$ cat src/isevg_pkg.sv
// Package for the instrument status event groups block.
// Assumes a single 10 MHz system clock and a synchronous active-low reset.
package isevg_pkg;

   // Register widths.
   localparam int COND_W = 16;
   localparam int STD_W = 8;

   // Instrument-condition event bit positions.
   localparam int COND_VREG_BIT = 0;
   localparam int COND_IREG_BIT = 1;
   localparam int COND_FAN_BIT = 4;
   localparam int COND_OVP_BIT = 9;

   // Standard event bit positions.
   localparam int STD_OPC_BIT = 0;
   localparam int STD_QRY_BIT = 2;
   localparam int STD_DEV_BIT = 3;
   localparam int STD_EXE_BIT = 4;
   localparam int STD_CMD_BIT = 5;
   localparam int STD_PON_BIT = 7;

   // Masks of the implemented positions (every other position reads zero) and of the error events.
   localparam logic [COND_W-1:0] COND_USED_MASK = 16'h0213;
   localparam logic [STD_W-1:0] STD_USED_MASK = 8'hBD;
   localparam logic [STD_W-1:0] STD_ERR_MASK = 8'h3C;

   // Status summary bit positions driven by this block.
   localparam int SUM_COND_BIT = 3;
   localparam int SUM_STD_BIT = 5;

   // Reset values.
   localparam logic [COND_W-1:0] COND_RESET = 16'h0000;
   localparam logic [STD_W-1:0] STD_RESET = 8'h00;

   // Register selector carried with each remote command.
   typedef enum logic [1:0]
   {
      ISEVG_SEL_COND_EVENT,
      ISEVG_SEL_COND_ENABLE,
      ISEVG_SEL_STD_EVENT,
      ISEVG_SEL_STD_ENABLE
   } isevg_sel_e;

   // One command from the remote controller.
   typedef struct packed
   {
      logic read;
      logic write;
      isevg_sel_e sel;
      logic [COND_W-1:0] wdata;
   } isevg_cmd_s;

   // Raw condition pulses from the rest of the instrument.
   typedef struct packed
   {
      logic volt_unreg;
      logic curr_unreg;
      logic fan_fault;
      logic ovp_trip;
      logic op_complete;
      logic query_err;
      logic device_err;
      logic exec_err;
      logic cmd_err;
   } isevg_cond_s;

endpackage : isevg_pkg

$ cat src/isevg_top.sv
// Status event logic: instrument-condition and standard event groups.
// Assumes commands arrive one per cycle from a remote command decoder.
module isevg_top #(
   parameter int CW = isevg_pkg::COND_W,
   parameter int SW = isevg_pkg::STD_W
) (
   input wire logic clock_i,
   input wire logic resetn_i,
   input wire isevg_pkg::isevg_cmd_s cmd_i,
   input wire logic clear_status_i,
   input wire logic device_clear_i,
   input wire logic reset_cmd_i,
   input wire logic power_on_clear_i,
   input wire isevg_pkg::isevg_cond_s cond_i,
   output logic [CW-1:0] rdata_o,
   output logic rvalid_o,
   output logic [7:0] summary_o,
   output logic err_push_o,
   output logic [SW-1:0] err_code_o
);

   logic [CW-1:0] cond_set;
   logic [CW-1:0] cond_event;
   logic [CW-1:0] cond_enable;
   logic cond_sum;
   logic [SW-1:0] std_set;
   logic [SW-1:0] std_event;
   logic [SW-1:0] std_enable;
   logic std_sum;
   logic pon_pending_q;
   logic pon_seen_q;
   logic cond_rd;
   logic std_rd;
   logic cond_clr;
   logic std_clr;
   logic cond_en_wr;
   logic std_en_wr;
   logic std_en_pon_clr;
   logic [CW-1:0] rdata_d;

   // Checks whether a command addresses a given register.
   function automatic logic hit(input isevg_pkg::isevg_cmd_s c, input isevg_pkg::isevg_sel_e s,
                                input logic rd);
      hit = (rd ? c.read : c.write) && (c.sel == s);
   endfunction : hit

   // Decode of command strobes; reset and device clear do not touch events.
   assign cond_rd = hit(cmd_i, isevg_pkg::ISEVG_SEL_COND_EVENT, 1'b1);
   assign std_rd = hit(cmd_i, isevg_pkg::ISEVG_SEL_STD_EVENT, 1'b1);
   assign cond_clr = cond_rd | clear_status_i;
   assign std_clr = std_rd | clear_status_i;
   assign cond_en_wr = hit(cmd_i, isevg_pkg::ISEVG_SEL_COND_ENABLE, 1'b0);
   assign std_en_wr = hit(cmd_i, isevg_pkg::ISEVG_SEL_STD_ENABLE, 1'b0);

   // Instrument-condition set pulses placed at their bit positions.
   always_comb
   begin
      cond_set = '0;
      cond_set[isevg_pkg::COND_VREG_BIT] = cond_i.volt_unreg;
      cond_set[isevg_pkg::COND_IREG_BIT] = cond_i.curr_unreg;
      cond_set[isevg_pkg::COND_FAN_BIT] = cond_i.fan_fault;
      cond_set[isevg_pkg::COND_OVP_BIT] = cond_i.ovp_trip;
   end

   // Standard event set pulses, including the one-time power-on mark.
   always_comb
   begin
      std_set = '0;
      std_set[isevg_pkg::STD_OPC_BIT] = cond_i.op_complete;
      std_set[isevg_pkg::STD_QRY_BIT] = cond_i.query_err;
      std_set[isevg_pkg::STD_DEV_BIT] = cond_i.device_err;
      std_set[isevg_pkg::STD_EXE_BIT] = cond_i.exec_err;
      std_set[isevg_pkg::STD_CMD_BIT] = cond_i.cmd_err;
      std_set[isevg_pkg::STD_PON_BIT] = pon_pending_q;
   end

   // The first cycle after power-on reset raises the power-on event once.
   always_ff @(posedge clock_i)
   begin
      if (!resetn_i)
      begin
         pon_pending_q <= 1'b1;
         pon_seen_q <= 1'b0;
      end
      else
      begin
         pon_pending_q <= 1'b0;
         pon_seen_q <= 1'b1;
      end
   end

   // Power-on clears the standard enable only when the retained setting is 1.
   assign std_en_pon_clr = pon_pending_q && power_on_clear_i;

   // Instrument-condition group.
   isevg_group #(
      .WIDTH(CW),
      .USED(isevg_pkg::COND_USED_MASK)
   ) u_cond (
      .clock_i(clock_i),
      .resetn_i(resetn_i),
      .set_i(cond_set),
      .clear_i(cond_clr),
      .en_wr_i(cond_en_wr),
      .en_wdata_i(cmd_i.wdata),
      .en_clr_i(1'b0),
      .event_o(cond_event),
      .enable_o(cond_enable),
      .summary_o(cond_sum)
   );

   // Standard event group.
   isevg_group #(
      .WIDTH(SW),
      .USED(isevg_pkg::STD_USED_MASK)
   ) u_std (
      .clock_i(clock_i),
      .resetn_i(resetn_i),
      .set_i(std_set),
      .clear_i(std_clr),
      .en_wr_i(std_en_wr),
      .en_wdata_i(cmd_i.wdata[SW-1:0]),
      .en_clr_i(std_en_pon_clr),
      .event_o(std_event),
      .enable_o(std_enable),
      .summary_o(std_sum)
   );

   // Read data mux; the binary value is the weighted sum of set bits.
   always_comb
   begin
      rdata_d = '0;
      case (cmd_i.sel)
         isevg_pkg::ISEVG_SEL_COND_EVENT: rdata_d = cond_event;
         isevg_pkg::ISEVG_SEL_COND_ENABLE: rdata_d = cond_enable;
         isevg_pkg::ISEVG_SEL_STD_EVENT: rdata_d = {{(CW-SW){1'b0}}, std_event};
         isevg_pkg::ISEVG_SEL_STD_ENABLE: rdata_d = {{(CW-SW){1'b0}}, std_enable};
         default: rdata_d = '0;
      endcase
   end

   // Registered read answer, one cycle after the query.
   always_ff @(posedge clock_i)
   begin
      if (!resetn_i)
      begin
         rdata_o <= '0;
         rvalid_o <= 1'b0;
      end
      else
      begin
         rdata_o <= cmd_i.read ? rdata_d : '0;
         rvalid_o <= cmd_i.read;
      end
   end

   // Summary bits registered into the status summary positions.
   always_ff @(posedge clock_i)
   begin
      if (!resetn_i)
         summary_o <= '0;
      else
      begin
         summary_o <= '0;
         summary_o[isevg_pkg::SUM_COND_BIT] <= cond_sum;
         summary_o[isevg_pkg::SUM_STD_BIT] <= std_sum;
      end
   end

   // Error events push one error queue entry per cycle, carrying the bits of all error events set in that cycle.
   always_ff @(posedge clock_i)
   begin
      if (!resetn_i)
      begin
         err_push_o <= 1'b0;
         err_code_o <= '0;
      end
      else
      begin
         err_push_o <= |(std_set & isevg_pkg::STD_ERR_MASK);
         err_code_o <= std_set & isevg_pkg::STD_ERR_MASK;
      end
   end

   // An execution error is pushed to the error queue in the next cycle.
   a_err_push: assert property (
      @(posedge clock_i) disable iff (!resetn_i)
      cond_i.exec_err |=> err_push_o && err_code_o[isevg_pkg::STD_EXE_BIT])
      else $error("execution error not pushed to error queue");

   // A query error is pushed to the error queue in the next cycle.
   a_qry_push: assert property (
      @(posedge clock_i) disable iff (!resetn_i)
      cond_i.query_err |=> err_push_o && err_code_o[isevg_pkg::STD_QRY_BIT])
      else $error("query error not pushed to error queue");

   // A device error is pushed to the error queue in the next cycle.
   a_dev_push: assert property (
      @(posedge clock_i) disable iff (!resetn_i)
      cond_i.device_err |=> err_push_o && err_code_o[isevg_pkg::STD_DEV_BIT])
      else $error("device error not pushed to error queue");

   // A command error is pushed to the error queue in the next cycle.
   a_cmd_push: assert property (
      @(posedge clock_i) disable iff (!resetn_i)
      cond_i.cmd_err |=> err_push_o && err_code_o[isevg_pkg::STD_CMD_BIT])
      else $error("command error not pushed to error queue");

   // The over-voltage event bit holds while no clear is issued.
   a_cond_latch: assert property (
      @(posedge clock_i) disable iff (!resetn_i)
      (cond_event[isevg_pkg::COND_OVP_BIT] && !cond_clr)
      |=> cond_event[isevg_pkg::COND_OVP_BIT])
      else $error("latched event bit dropped without clear");

   // The operation complete bit holds as well until it is cleared.
   a_std_latch: assert property (
      @(posedge clock_i) disable iff (!resetn_i)
      (std_event[isevg_pkg::STD_OPC_BIT] && !std_clr) |=> std_event[isevg_pkg::STD_OPC_BIT])
      else $error("latched standard event bit dropped without clear");

   // A read with no concurrent set leaves the group empty.
   a_read_clears: assert property (
      @(posedge clock_i) disable iff (!resetn_i)
      (std_clr && std_set == '0) |=> std_event == '0)
      else $error("standard event register not cleared");

   // Clear-status with no concurrent set empties the condition group.
   a_cls_clears: assert property (
      @(posedge clock_i) disable iff (!resetn_i)
      (clear_status_i && cond_set == '0) |=> cond_event == '0)
      else $error("condition event register not cleared by clear status");

   // A set in the clearing cycle survives.
   a_set_wins: assert property (
      @(posedge clock_i) disable iff (!resetn_i)
      (cond_clr && cond_i.fan_fault) |=> cond_event[isevg_pkg::COND_FAN_BIT])
      else $error("event lost during clear");

   // Reset command and device clear leave events untouched.
   a_rst_keeps: assert property (
      @(posedge clock_i) disable iff (!resetn_i)
      ((reset_cmd_i || device_clear_i) && !std_clr)
      |=> std_event == ($past(std_event) | ($past(std_set) & isevg_pkg::STD_USED_MASK)))
      else $error("reset command disturbed events");

   // Clear-status keeps the condition enable mask.
   a_cls_enables: assert property (
      @(posedge clock_i) disable iff (!resetn_i)
      (clear_status_i && !cond_en_wr) |=> cond_enable == $past(cond_enable))
      else $error("clear status changed enable register");

   // Clear-status keeps the standard enable mask as well.
   a_cls_std_en: assert property (
      @(posedge clock_i) disable iff (!resetn_i)
      (clear_status_i && !std_en_wr && !std_en_pon_clr) |=> std_enable == $past(std_enable))
      else $error("clear status changed standard enable register");

   // Querying the condition enable register leaves it as it was.
   a_en_read_keep: assert property (
      @(posedge clock_i) disable iff (!resetn_i)
      (cmd_i.read && !cmd_i.write && cmd_i.sel == isevg_pkg::ISEVG_SEL_COND_ENABLE)
      |=> cond_enable == $past(cond_enable))
      else $error("enable query changed enable register");

   // Unused positions stay zero.
   a_unused_zero: assert property (
      @(posedge clock_i) disable iff (!resetn_i)
      (cond_event & ~isevg_pkg::COND_USED_MASK) == '0
      && (std_event & ~isevg_pkg::STD_USED_MASK) == '0)
      else $error("unused event bit set");

   // A standard event query answers with the pre-clear weighted sum.
   a_std_answer: assert property (
      @(posedge clock_i) disable iff (!resetn_i)
      (cmd_i.read && cmd_i.sel == isevg_pkg::ISEVG_SEL_STD_EVENT)
      |=> rvalid_o && rdata_o[CW-1:SW] == '0 && rdata_o[SW-1:0] == $past(std_event))
      else $error("standard event query answered wrongly");

   // No query means no answer and a zero data word.
   a_idle_answer: assert property (
      @(posedge clock_i) disable iff (!resetn_i)
      !cmd_i.read |=> !rvalid_o && rdata_o == '0)
      else $error("answer without a query");

   // The standard summary follows enabled events one cycle later.
   a_std_summary: assert property (
      @(posedge clock_i) disable iff (!resetn_i)
      pon_seen_q
      |=> summary_o[isevg_pkg::SUM_STD_BIT] == |($past(std_event) & $past(std_enable)))
      else $error("standard summary bit wrong");

   // The condition summary follows enabled events one cycle later.
   a_cond_summary: assert property (
      @(posedge clock_i) disable iff (!resetn_i)
      pon_seen_q
      |=> summary_o[isevg_pkg::SUM_COND_BIT] == |($past(cond_event) & $past(cond_enable)))
      else $error("condition summary bit wrong");

   // Writing zero empties the condition enable register.
   a_en_zero: assert property (
      @(posedge clock_i) disable iff (!resetn_i)
      (cond_en_wr && cmd_i.wdata == '0) |=> cond_enable == '0)
      else $error("enable write of zero did not clear");

   // Writing zero empties the standard enable register.
   a_std_en_zero: assert property (
      @(posedge clock_i) disable iff (!resetn_i)
      (std_en_wr && cmd_i.wdata[SW-1:0] == '0) |=> std_enable == '0)
      else $error("standard enable write of zero did not clear");

   // Power-on with the retained setting at one clears the standard enable.
   a_pon_clear: assert property (
      @(posedge clock_i) disable iff (!resetn_i)
      (resetn_i && pon_pending_q && power_on_clear_i) |=> std_enable == '0)
      else $error("standard enable not cleared at power-on");

   // Power-on with the retained setting at zero keeps the standard enable.
   a_pon_keep: assert property (
      @(posedge clock_i) disable iff (!resetn_i)
      (resetn_i && pon_pending_q && !power_on_clear_i && !std_en_wr)
      |=> std_enable == $past(std_enable))
      else $error("standard enable lost at power-on");

   // The first cycle after power-on raises the power-on event.
   a_pon_event: assert property (
      @(posedge clock_i) disable iff (!resetn_i)
      (resetn_i && pon_pending_q) |=> std_event[isevg_pkg::STD_PON_BIT])
      else $error("power-on event not raised");

endmodule : isevg_top

$ cat src/isevg_group.sv
// One event group: latched event bits, an enable mask and its summary bit.
// Assumes the parent supplies already-positioned set pulses and clear strobes.
module isevg_group #(
   parameter int WIDTH = 16,
   parameter logic [WIDTH-1:0] USED = '1
) (
   input wire logic clock_i,
   input wire logic resetn_i,
   input wire logic [WIDTH-1:0] set_i,
   input wire logic clear_i,
   input wire logic en_wr_i,
   input wire logic [WIDTH-1:0] en_wdata_i,
   input wire logic en_clr_i,
   output logic [WIDTH-1:0] event_o,
   output logic [WIDTH-1:0] enable_o,
   output logic summary_o
);

   logic [WIDTH-1:0] event_q;
   logic [WIDTH-1:0] enable_q;

   // Event bits latch and hold; a set in the clearing cycle survives.
   always_ff @(posedge clock_i)
   begin
      if (!resetn_i)
         event_q <= '0;
      else if (clear_i)
         event_q <= set_i & USED;
      else
         event_q <= (event_q | set_i) & USED;
   end

   // Enable mask is written by command or cleared by en_clr_i only; reading never changes it.
   always_ff @(posedge clock_i)
   begin
      if (en_clr_i)
         enable_q <= '0;
      else if (en_wr_i)
         enable_q <= en_wdata_i & USED;
   end

   assign event_o = event_q;
   assign enable_o = enable_q;
   // Summary is the OR of enabled event bits.
   assign summary_o = |(event_q & enable_q);

endmodule : isevg_group

$ cat config.mk
export PLATFORM = sky130hd
export DESIGN_NAME = isevg_top
export DESIGN_NICKNAME = d
export VERILOG_FILES = /design/src/isevg_pkg.sv /design/src/isevg_top.sv /design/src/isevg_group.sv
export SDC_FILE = /design/constraint.sdc
export NUM_CORES = 1
export LEC_CHECK = 0
export BUFFER_PORTS_ARGS = -buffer_cell sky130_fd_sc_hd__buf_2
export CORE_MARGIN = 1.5
export CORE_UTILIZATION = 45
export CTS_CLUSTER_SIZE = 40
export DETAILED_ROUTE_END_ITERATION = 12
export HOLD_SLACK_MARGIN = 0.02
export MAX_ROUTING_LAYER = met4
export PLACE_DENSITY = 0.77
export RECOVER_POWER = 25
export SETUP_SLACK_MARGIN = 0.2
export SYNTH_ARGS = -nofsm -noshare
export SYNTH_HDL_FRONTEND = slang
export SYNTH_SLANG_ARGS = --single-unit
$ cat constraint.sdc
create_clock -name clock_i -period 1.2 [get_ports clock_i]
set_input_delay 0.06 -clock clock_i [delete_from_list [all_inputs] [get_ports clock_i]]
set_output_delay 0.06 -clock clock_i [all_outputs]
set_load 0.03 [all_outputs]
==> results of run 1 <==
state kept, by name (all words and copies together), names as in the netlist:
| signal | count |
|---|---|
| pon_pending_q | 1 |
| u_cond.event_o | 4 |
| rdata_o | 8 |
| err_push_o | 1 |
| err_code_o | 4 |
| summary_o | 2 |
| u_std.event_o | 6 |
| u_cond.enable_o | 4 |
| rvalid_o | 1 |
| u_std.enable_o | 6 |
stage by stage:
stage | util (%) | hold WS (ns) | area [um^2] | total power, W | std cells
finish | 61.9 | 0.0679 | 1920 | 0.00267 | 240
detailed placement | 52.8 | 0.243 | 1640 | 0.00174 | 211
global route | 61.9 | 0.118 | 1920 | 0.00278 | 240
global placement | 52.8 | 0.240 | 1640 | 0.00173 | 211
floorplan | - | 0.159 | 1540 | 0.00169 | 150
CTS | 62.0 | 0.0494 | 1920 | 0.00270 | 239
critical path, cell delays in order (launching register included):
cell	delay, ns
edfxtp_1	0.40
mux4_2	0.44
nor2b_1	0.14
power by group:
part	switching, W	internal [W]	total, W
registers	0.0000412	0.00132	0.00136
logic	0.000234	0.000165	0.000399
clock network	0.000417	0.000495	0.000912
cell families (layout without fill, tap and decap cells):
kind of cell,Yosys count,count (layout),synth area share [%]
buffers and inverters,26,72,11.8
and+or+nand+nor,38,38,15.6
DFF,37,37,52.6
AOI/OAI and AO/OA,17,17,8.35
muxes,14,14,11.4
other,1,18,0.253
final cells by class:
cell class	count	area (um^2)	share of cell area (%)
Sequential cell	37	781	40.7
Clock buffer	6	51.3	2.67
Timing Repair Buffer	62	400	20.8
Clock inverter	2	37.5	1.95
Inverter	2	7.51	0.391
Multi-Input combinational cell	87	588	30.6
Tap cell	44	55.1	2.87
metal layers:
| metal | vias to the layer above | GRT usage, % |
|---|---|---|
| li1 | 547 | - |
| met3 | 6 | 5.76 |
| met4 | 0 | 12.1 |
| met1 | 526 | 18.8 |
| met5 | - | - |
| met2 | 38 | 31.2 |
repair_timing:
action	in CTS	in global routing
pin swaps	0	0
endpoints found under the hold margin	26	0
buffers inserted	2	1
hold buffers	18	0
gates resized for setup	0	0
endpoints found under the setup margin	2	2
final timing paths:
path                            slack (ns)  depth (start not counted)                     endpoint
worst min-delay path                  0.07                          3          rvalid_o$_SDFF_PN0_
worst min register to register        0.51                          1  u_std.event_o[7]$_SDFF_PN0_
worst max-delay path                  0.11                          2        rdata_o[4]$_SDFF_PN0_
worst max register to register        0.11                          2        rdata_o[4]$_SDFF_PN0_
placed cells by master, fill, tap and decap left out, types with 2 or more instances in the layout:
cell / count
inv_1: 2
conb_1: 18
o21a_1: 10
clkbuf_4: 5
buf_2: 32
dfxtp_1: 33
nor3b_1: 10
a22oi_1: 5
buf_4: 4
nand2_1: 2
nor3_1: 2
mux2i_1: 12
and2_1: 5
clkbuf_1: 8
nor2_1: 12
mux4_2: 2
dlygate4sd3_1: 18
edfxtp_1: 4
==> flow_metrics.tcl, run 1 <==
set metrics [dict create \
    outcome "complete, no violations" \
    static-leakage-power_nw 0.885 \
    cts_buffers 5 \
    hold_path_class "in2reg" \
    die_w_um 60.4 \
    antenna_found_initial 0 \
    hp-start "cmd_i[19]" \
    synthesis.area_mm2 0.00148 \
    clock_latency_ns 0.35 \
    worstPathMaxFanout 2 \
    synthArstFlopShare_pct 0 \
    core_area_mm2 0.00310 \
    num_antenna_cells 0 \
    grtUsageTotal_pct 18.7 \
    nNetsFinal 230 \
    clk_path_buf_depth 2 \
    wl_per_cell_um 12.2 \
    drt_iter0_markers 19 \
    htree_levels 2 \
    vias_per_cell 4.65 \
    rsz0062_at_grt "true" \
    grt_start_max_net_pins 18 \
    ys_seq_area_share_pct 52.6 \
    path_clk_slew_ns 0.12 \
    yosys.area.top_type "dfxtp_1" \
    wl_met2_um 1580 \
    drive_gt1_share_pct 25.0 \
    die_h_um 60.4 \
    ys_types 28 \
    cts_root_buf "clkbuf_4" \
    end_kind "register" \
    min_period_ns 1.09 \
    dr_wl_met3_um 170 \
    n_fill_cell 287 \
    cts_tree "built" \
    cap_viol_max_count 0 \
    dp_slack_ns 0.0786 \
    slew_violations 0 \
    irDropWorstVdd_uv 603 \
    hold_viol_final 0 \
    dieArea_mm2 0.00365 \
    start_util_pct 47.8 \
    syn_avg_cell_area_um2 11.2 \
    route.final.wire_length_um 2930 \
    power_density_mw_per_mm2 1390 \
    timing.rr.start "u_cond.enable_o[4]$_DFFE_PP_" \
    top_layer_used "met4" \
    fin_tns_setup_ns 0 \
    num_vias 1117 \
    cp-start-kind "register" \
    grt_overflow 0 \
    worst_slew_pin_slew_ns 0.609 \
    grt_pass1_wl_um 4600 \
    ioPinCount 69 \
    portBuffers 40 \
    ys.flop_type "dfxtp_1" \
    setup_viol 0 \
    synth_edf_count 4 \
    ys_ff_latch 37 \
    setup_slack_ns 0.111 \
    drc 0 \
    startpoint "u_cond.enable_o[4]$_DFFE_PP_" \
    crit_type "reg2reg" \
    synth_most_common_cell "dfxtp_1" \
    num_rows 20 \
    required_ns 1.44 \
    gp_congestion 0.840 \
    first_pass_iters 4 \
    synth_area_leaders "dfxtp_1, buf_4, mux2i_1" \
    fmax_ghz 0.919 \
    ys_warn_count 0 \
    grt_pass1_vias 1045 \
    dp_hpwl_um 2040 \
    drt-met1-wl_um 1120 \
    synth_cells 133 \
    synth_top_area_share_pct 44.5 \
    period_share_pct 90.7 \
    area_growth_pct 29.4 \
    ant_nets 0 \
    cts.sinks 37 \
    critPathArrivalTime_ns 1.33 \
    fin_skew_ns 0.00957 \
    timing.slew.headroom_pct 59.4 \
    ys_top_cells_by_count "dfxtp_1, buf_4, mux2i_1, nor2_1" \
]
Note: power is estimated with default switching activity, not from simulation.
==> inputs of run 2 (changes only) <==
--- a/config.mk
+++ b/config.mk
@@ -7,13 +7,12 @@
 export LEC_CHECK = 0
 export BUFFER_PORTS_ARGS = -buffer_cell sky130_fd_sc_hd__buf_2
 export CORE_MARGIN = 1.5
-export CORE_UTILIZATION = 45
+export CORE_UTILIZATION = 49
 export CTS_CLUSTER_SIZE = 40
 export DETAILED_ROUTE_END_ITERATION = 12
 export HOLD_SLACK_MARGIN = 0.02
 export MAX_ROUTING_LAYER = met4
-export PLACE_DENSITY = 0.77
-export RECOVER_POWER = 25
+export PLACE_DENSITY = 0.82
 export SETUP_SLACK_MARGIN = 0.2
 export SYNTH_ARGS = -nofsm -noshare
 export SYNTH_HDL_FRONTEND = slang
==> constraint.sdc (replaced) <==
create_clock -name clock_i -period 1.3 [get_ports clock_i]
set_input_delay 0.065 -clock clock_i [delete_from_list [all_inputs] [get_ports clock_i]]
set_output_delay 0.065 -clock clock_i [all_outputs]
set_load 0.03 [all_outputs]
==> run 2 against run 1 <==
- die area decreased by 7.8%
- critical path depth stayed put
- design area fell by 2.1%
- sequential cell count unchanged
- worst setup slack gained 0.077 ns
- final cell count fell by 6.7%
- global-route usage is 1.1 points higher
- power down 12%
- clock skew decreased by 0.0041 ns
- fmax is 2.0% lower
- largest power group unchanged
==> flow_metrics.tcl, run 2 (synthesis gave the netlist of run 1 again) <==
set metrics [dict create \
    hold_path_class "in2reg" \
    cap_viol_max_count 0 \
    rsz0062_at_grt "true" \
    whs_ns 0.0621 \
    grt_pass1_vias 1090 \
    ant_nets 0 \
    outcome "complete, no violations" \
    antenna_found_initial 0 \
    drive_gt1_share_pct 28.0 \
    reg2reg_slack_ns 0.19 \
    end_kind "register" \
    hold_viol_final 0 \
    power_density_mw_per_mm2 1250 \
    largest_reg_flops 8 \
    fmax_ghz 0.900 \
    ioPinCount 69 \
    fin_skew_ns 0.00542 \
    slew_violations 0 \
    fin_util_pct 67.0 \
    startpoint "u_cond.enable_o[0]$_DFFE_PP_" \
    die_w_um 58.0 \
    grt_pass1_wl_um 4750 \
    clk_path_buf_depth 2 \
    num_vias 1127 \
    drc 0 \
    final_cell_mix "buf_2, dfxtp_1, conb_1, dlygate4sd3_1" \
    vias_per_cell 5.03 \
    cts_tree "built" \
    num_antenna_cells 0 \
    core_area_mm2 0.00281 \
    first_pass_iters 6 \
    grtUsageTotal_pct 19.8 \
    period_share_pct 85.5 \
    grt_start_max_net_pins 18 \
    largest-register "rdata_o" \
    power_w 0.00236 \
    fin_tns_setup_ns 0 \
    required_ns 1.53 \
    clock_latency_ns 0.34 \
    endpoint "rdata_o[0]$_SDFF_PN0_" \
    cts_buffers 5 \
    nNetsFinal 227 \
    timing.rr.start "u_cond.enable_o[0]$_DFFE_PP_" \
    die_h_um 58.0 \
    r2r_cells 2 \
    static-leakage-power_nw 0.892 \
    cts_root_buf "clkbuf_4" \
    critPathArrivalTime_ns 1.34 \
    path_clk_slew_ns 0.10 \
    dieArea_mm2 0.00337 \
    drt_iter0_markers 37 \
    cp-start-kind "register" \
    final_common_cell "buf_2" \
    crit_type "reg2reg" \
    start_util_pct 52.9 \
    setup_viol 0 \
    num_rows 19 \
    cts.sinks 37 \
    r2r-end "rdata_o[0]$_SDFF_PN0_" \
    route.final.wire_length_um 2940 \
    portBuffers 40 \
    worstPathMaxFanout 2 \
    grt_overflow 0 \
    min_period_ns 1.11 \
    gp_congestion 0.844 \
    wl_per_cell_um 13.1 \
    irDropWorstVdd_uv 670 \
    area_growth_pct 26.7 \
    dp_hpwl_um 2130 \
    htree_levels 2 \
    n_fill_cell 220 \
]
==> run 2: cell count changes in the layout (fill, tap and decap cells not counted) <==
cell	previous run	this run
bufinv_16	1	0
buf_4	4	2
clkbuf_16	0	1
clkinvlp_4	1	0
dlygate4sd3_1	18	17
clkbuf_1	8	1
buf_2	32	40
==> run 2: what timing repair did <==
item / in CTS / in global routing
hold buffers: 17 / 0
pin swaps: 0 / 0
endpoints found under the setup margin: 2 / 2
resized for setup: 1 / 0
buffers inserted: 1 / 0
endpoints found under the hold margin: 24 / 0
==> run 2: how the worst min path moves through the flow <==
stage	cells after the start	to	from	slack, ns
after floorplan	0	u_cond.enable_o[0]$_DFFE_PP_	cmd_i[0]	0.16
after global placement	1	u_cond.enable_o[9]$_DFFE_PP_	cmd_i[9]	0.25
after detailed placement	1	u_cond.enable_o[1]$_DFFE_PP_	cmd_i[1]	0.25
after CTS	2	rdata_o[1]$_SDFF_PN0_	cmd_i[17]	0.04
after global routing	2	rdata_o[1]$_SDFF_PN0_	cmd_i[17]	0.07
final	2	rdata_o[1]$_SDFF_PN0_	cmd_i[17]	0.06
==> run 2: area by class of cell <==
class	instances	area (um^2)	area share (%)
inverter	2	7.51	0.399
multi-input combinational	87	588	31.3
tap	31	38.8	2.06
sequential	37	781	41.5
clock buffer	8	80.1	4.26
timing repair buffer	59	385	20.5
==> run 2: metrics by stage <==
step | instances | instance area [um^2] | setup slack, ns
floorplan | 150 | 1550 | 0.217
CTS | 224 | 1880 | 0.194
finish | 224 | 1880 | 0.189
detailed placement | 198 | 1630 | 0.179
global placement | 198 | 1630 | 0.195
global route | 224 | 1880 | 0.146
==> run 2: power by group <==
group	internal (W)	switching [W]
sequential	0.00122	0.0000368
clock	0.000382	0.000349
combinational	0.000151	0.000220
total	0.00175	0.000606
==> run 2: layer usage <==
| layer | vias up | global-route usage, % | share of wire [%] |
|---|---|---|---|
| li1 | 541 | - | - |
| met1 | 516 | 20.1 | 39 |
| met2 | 57 | 33.6 | 49 |
| met3 | 13 | 6.25 | 7.7 |
| met4 | 0 | 11.0 | 3.9 |
| met5 | - | - | 0 |
==> run 2: critical path, stage by stage, from the launching register on <==
cell	delay (ns)
edfxtp_1	0.40
mux4_2	0.47
nor2b_4	0.14
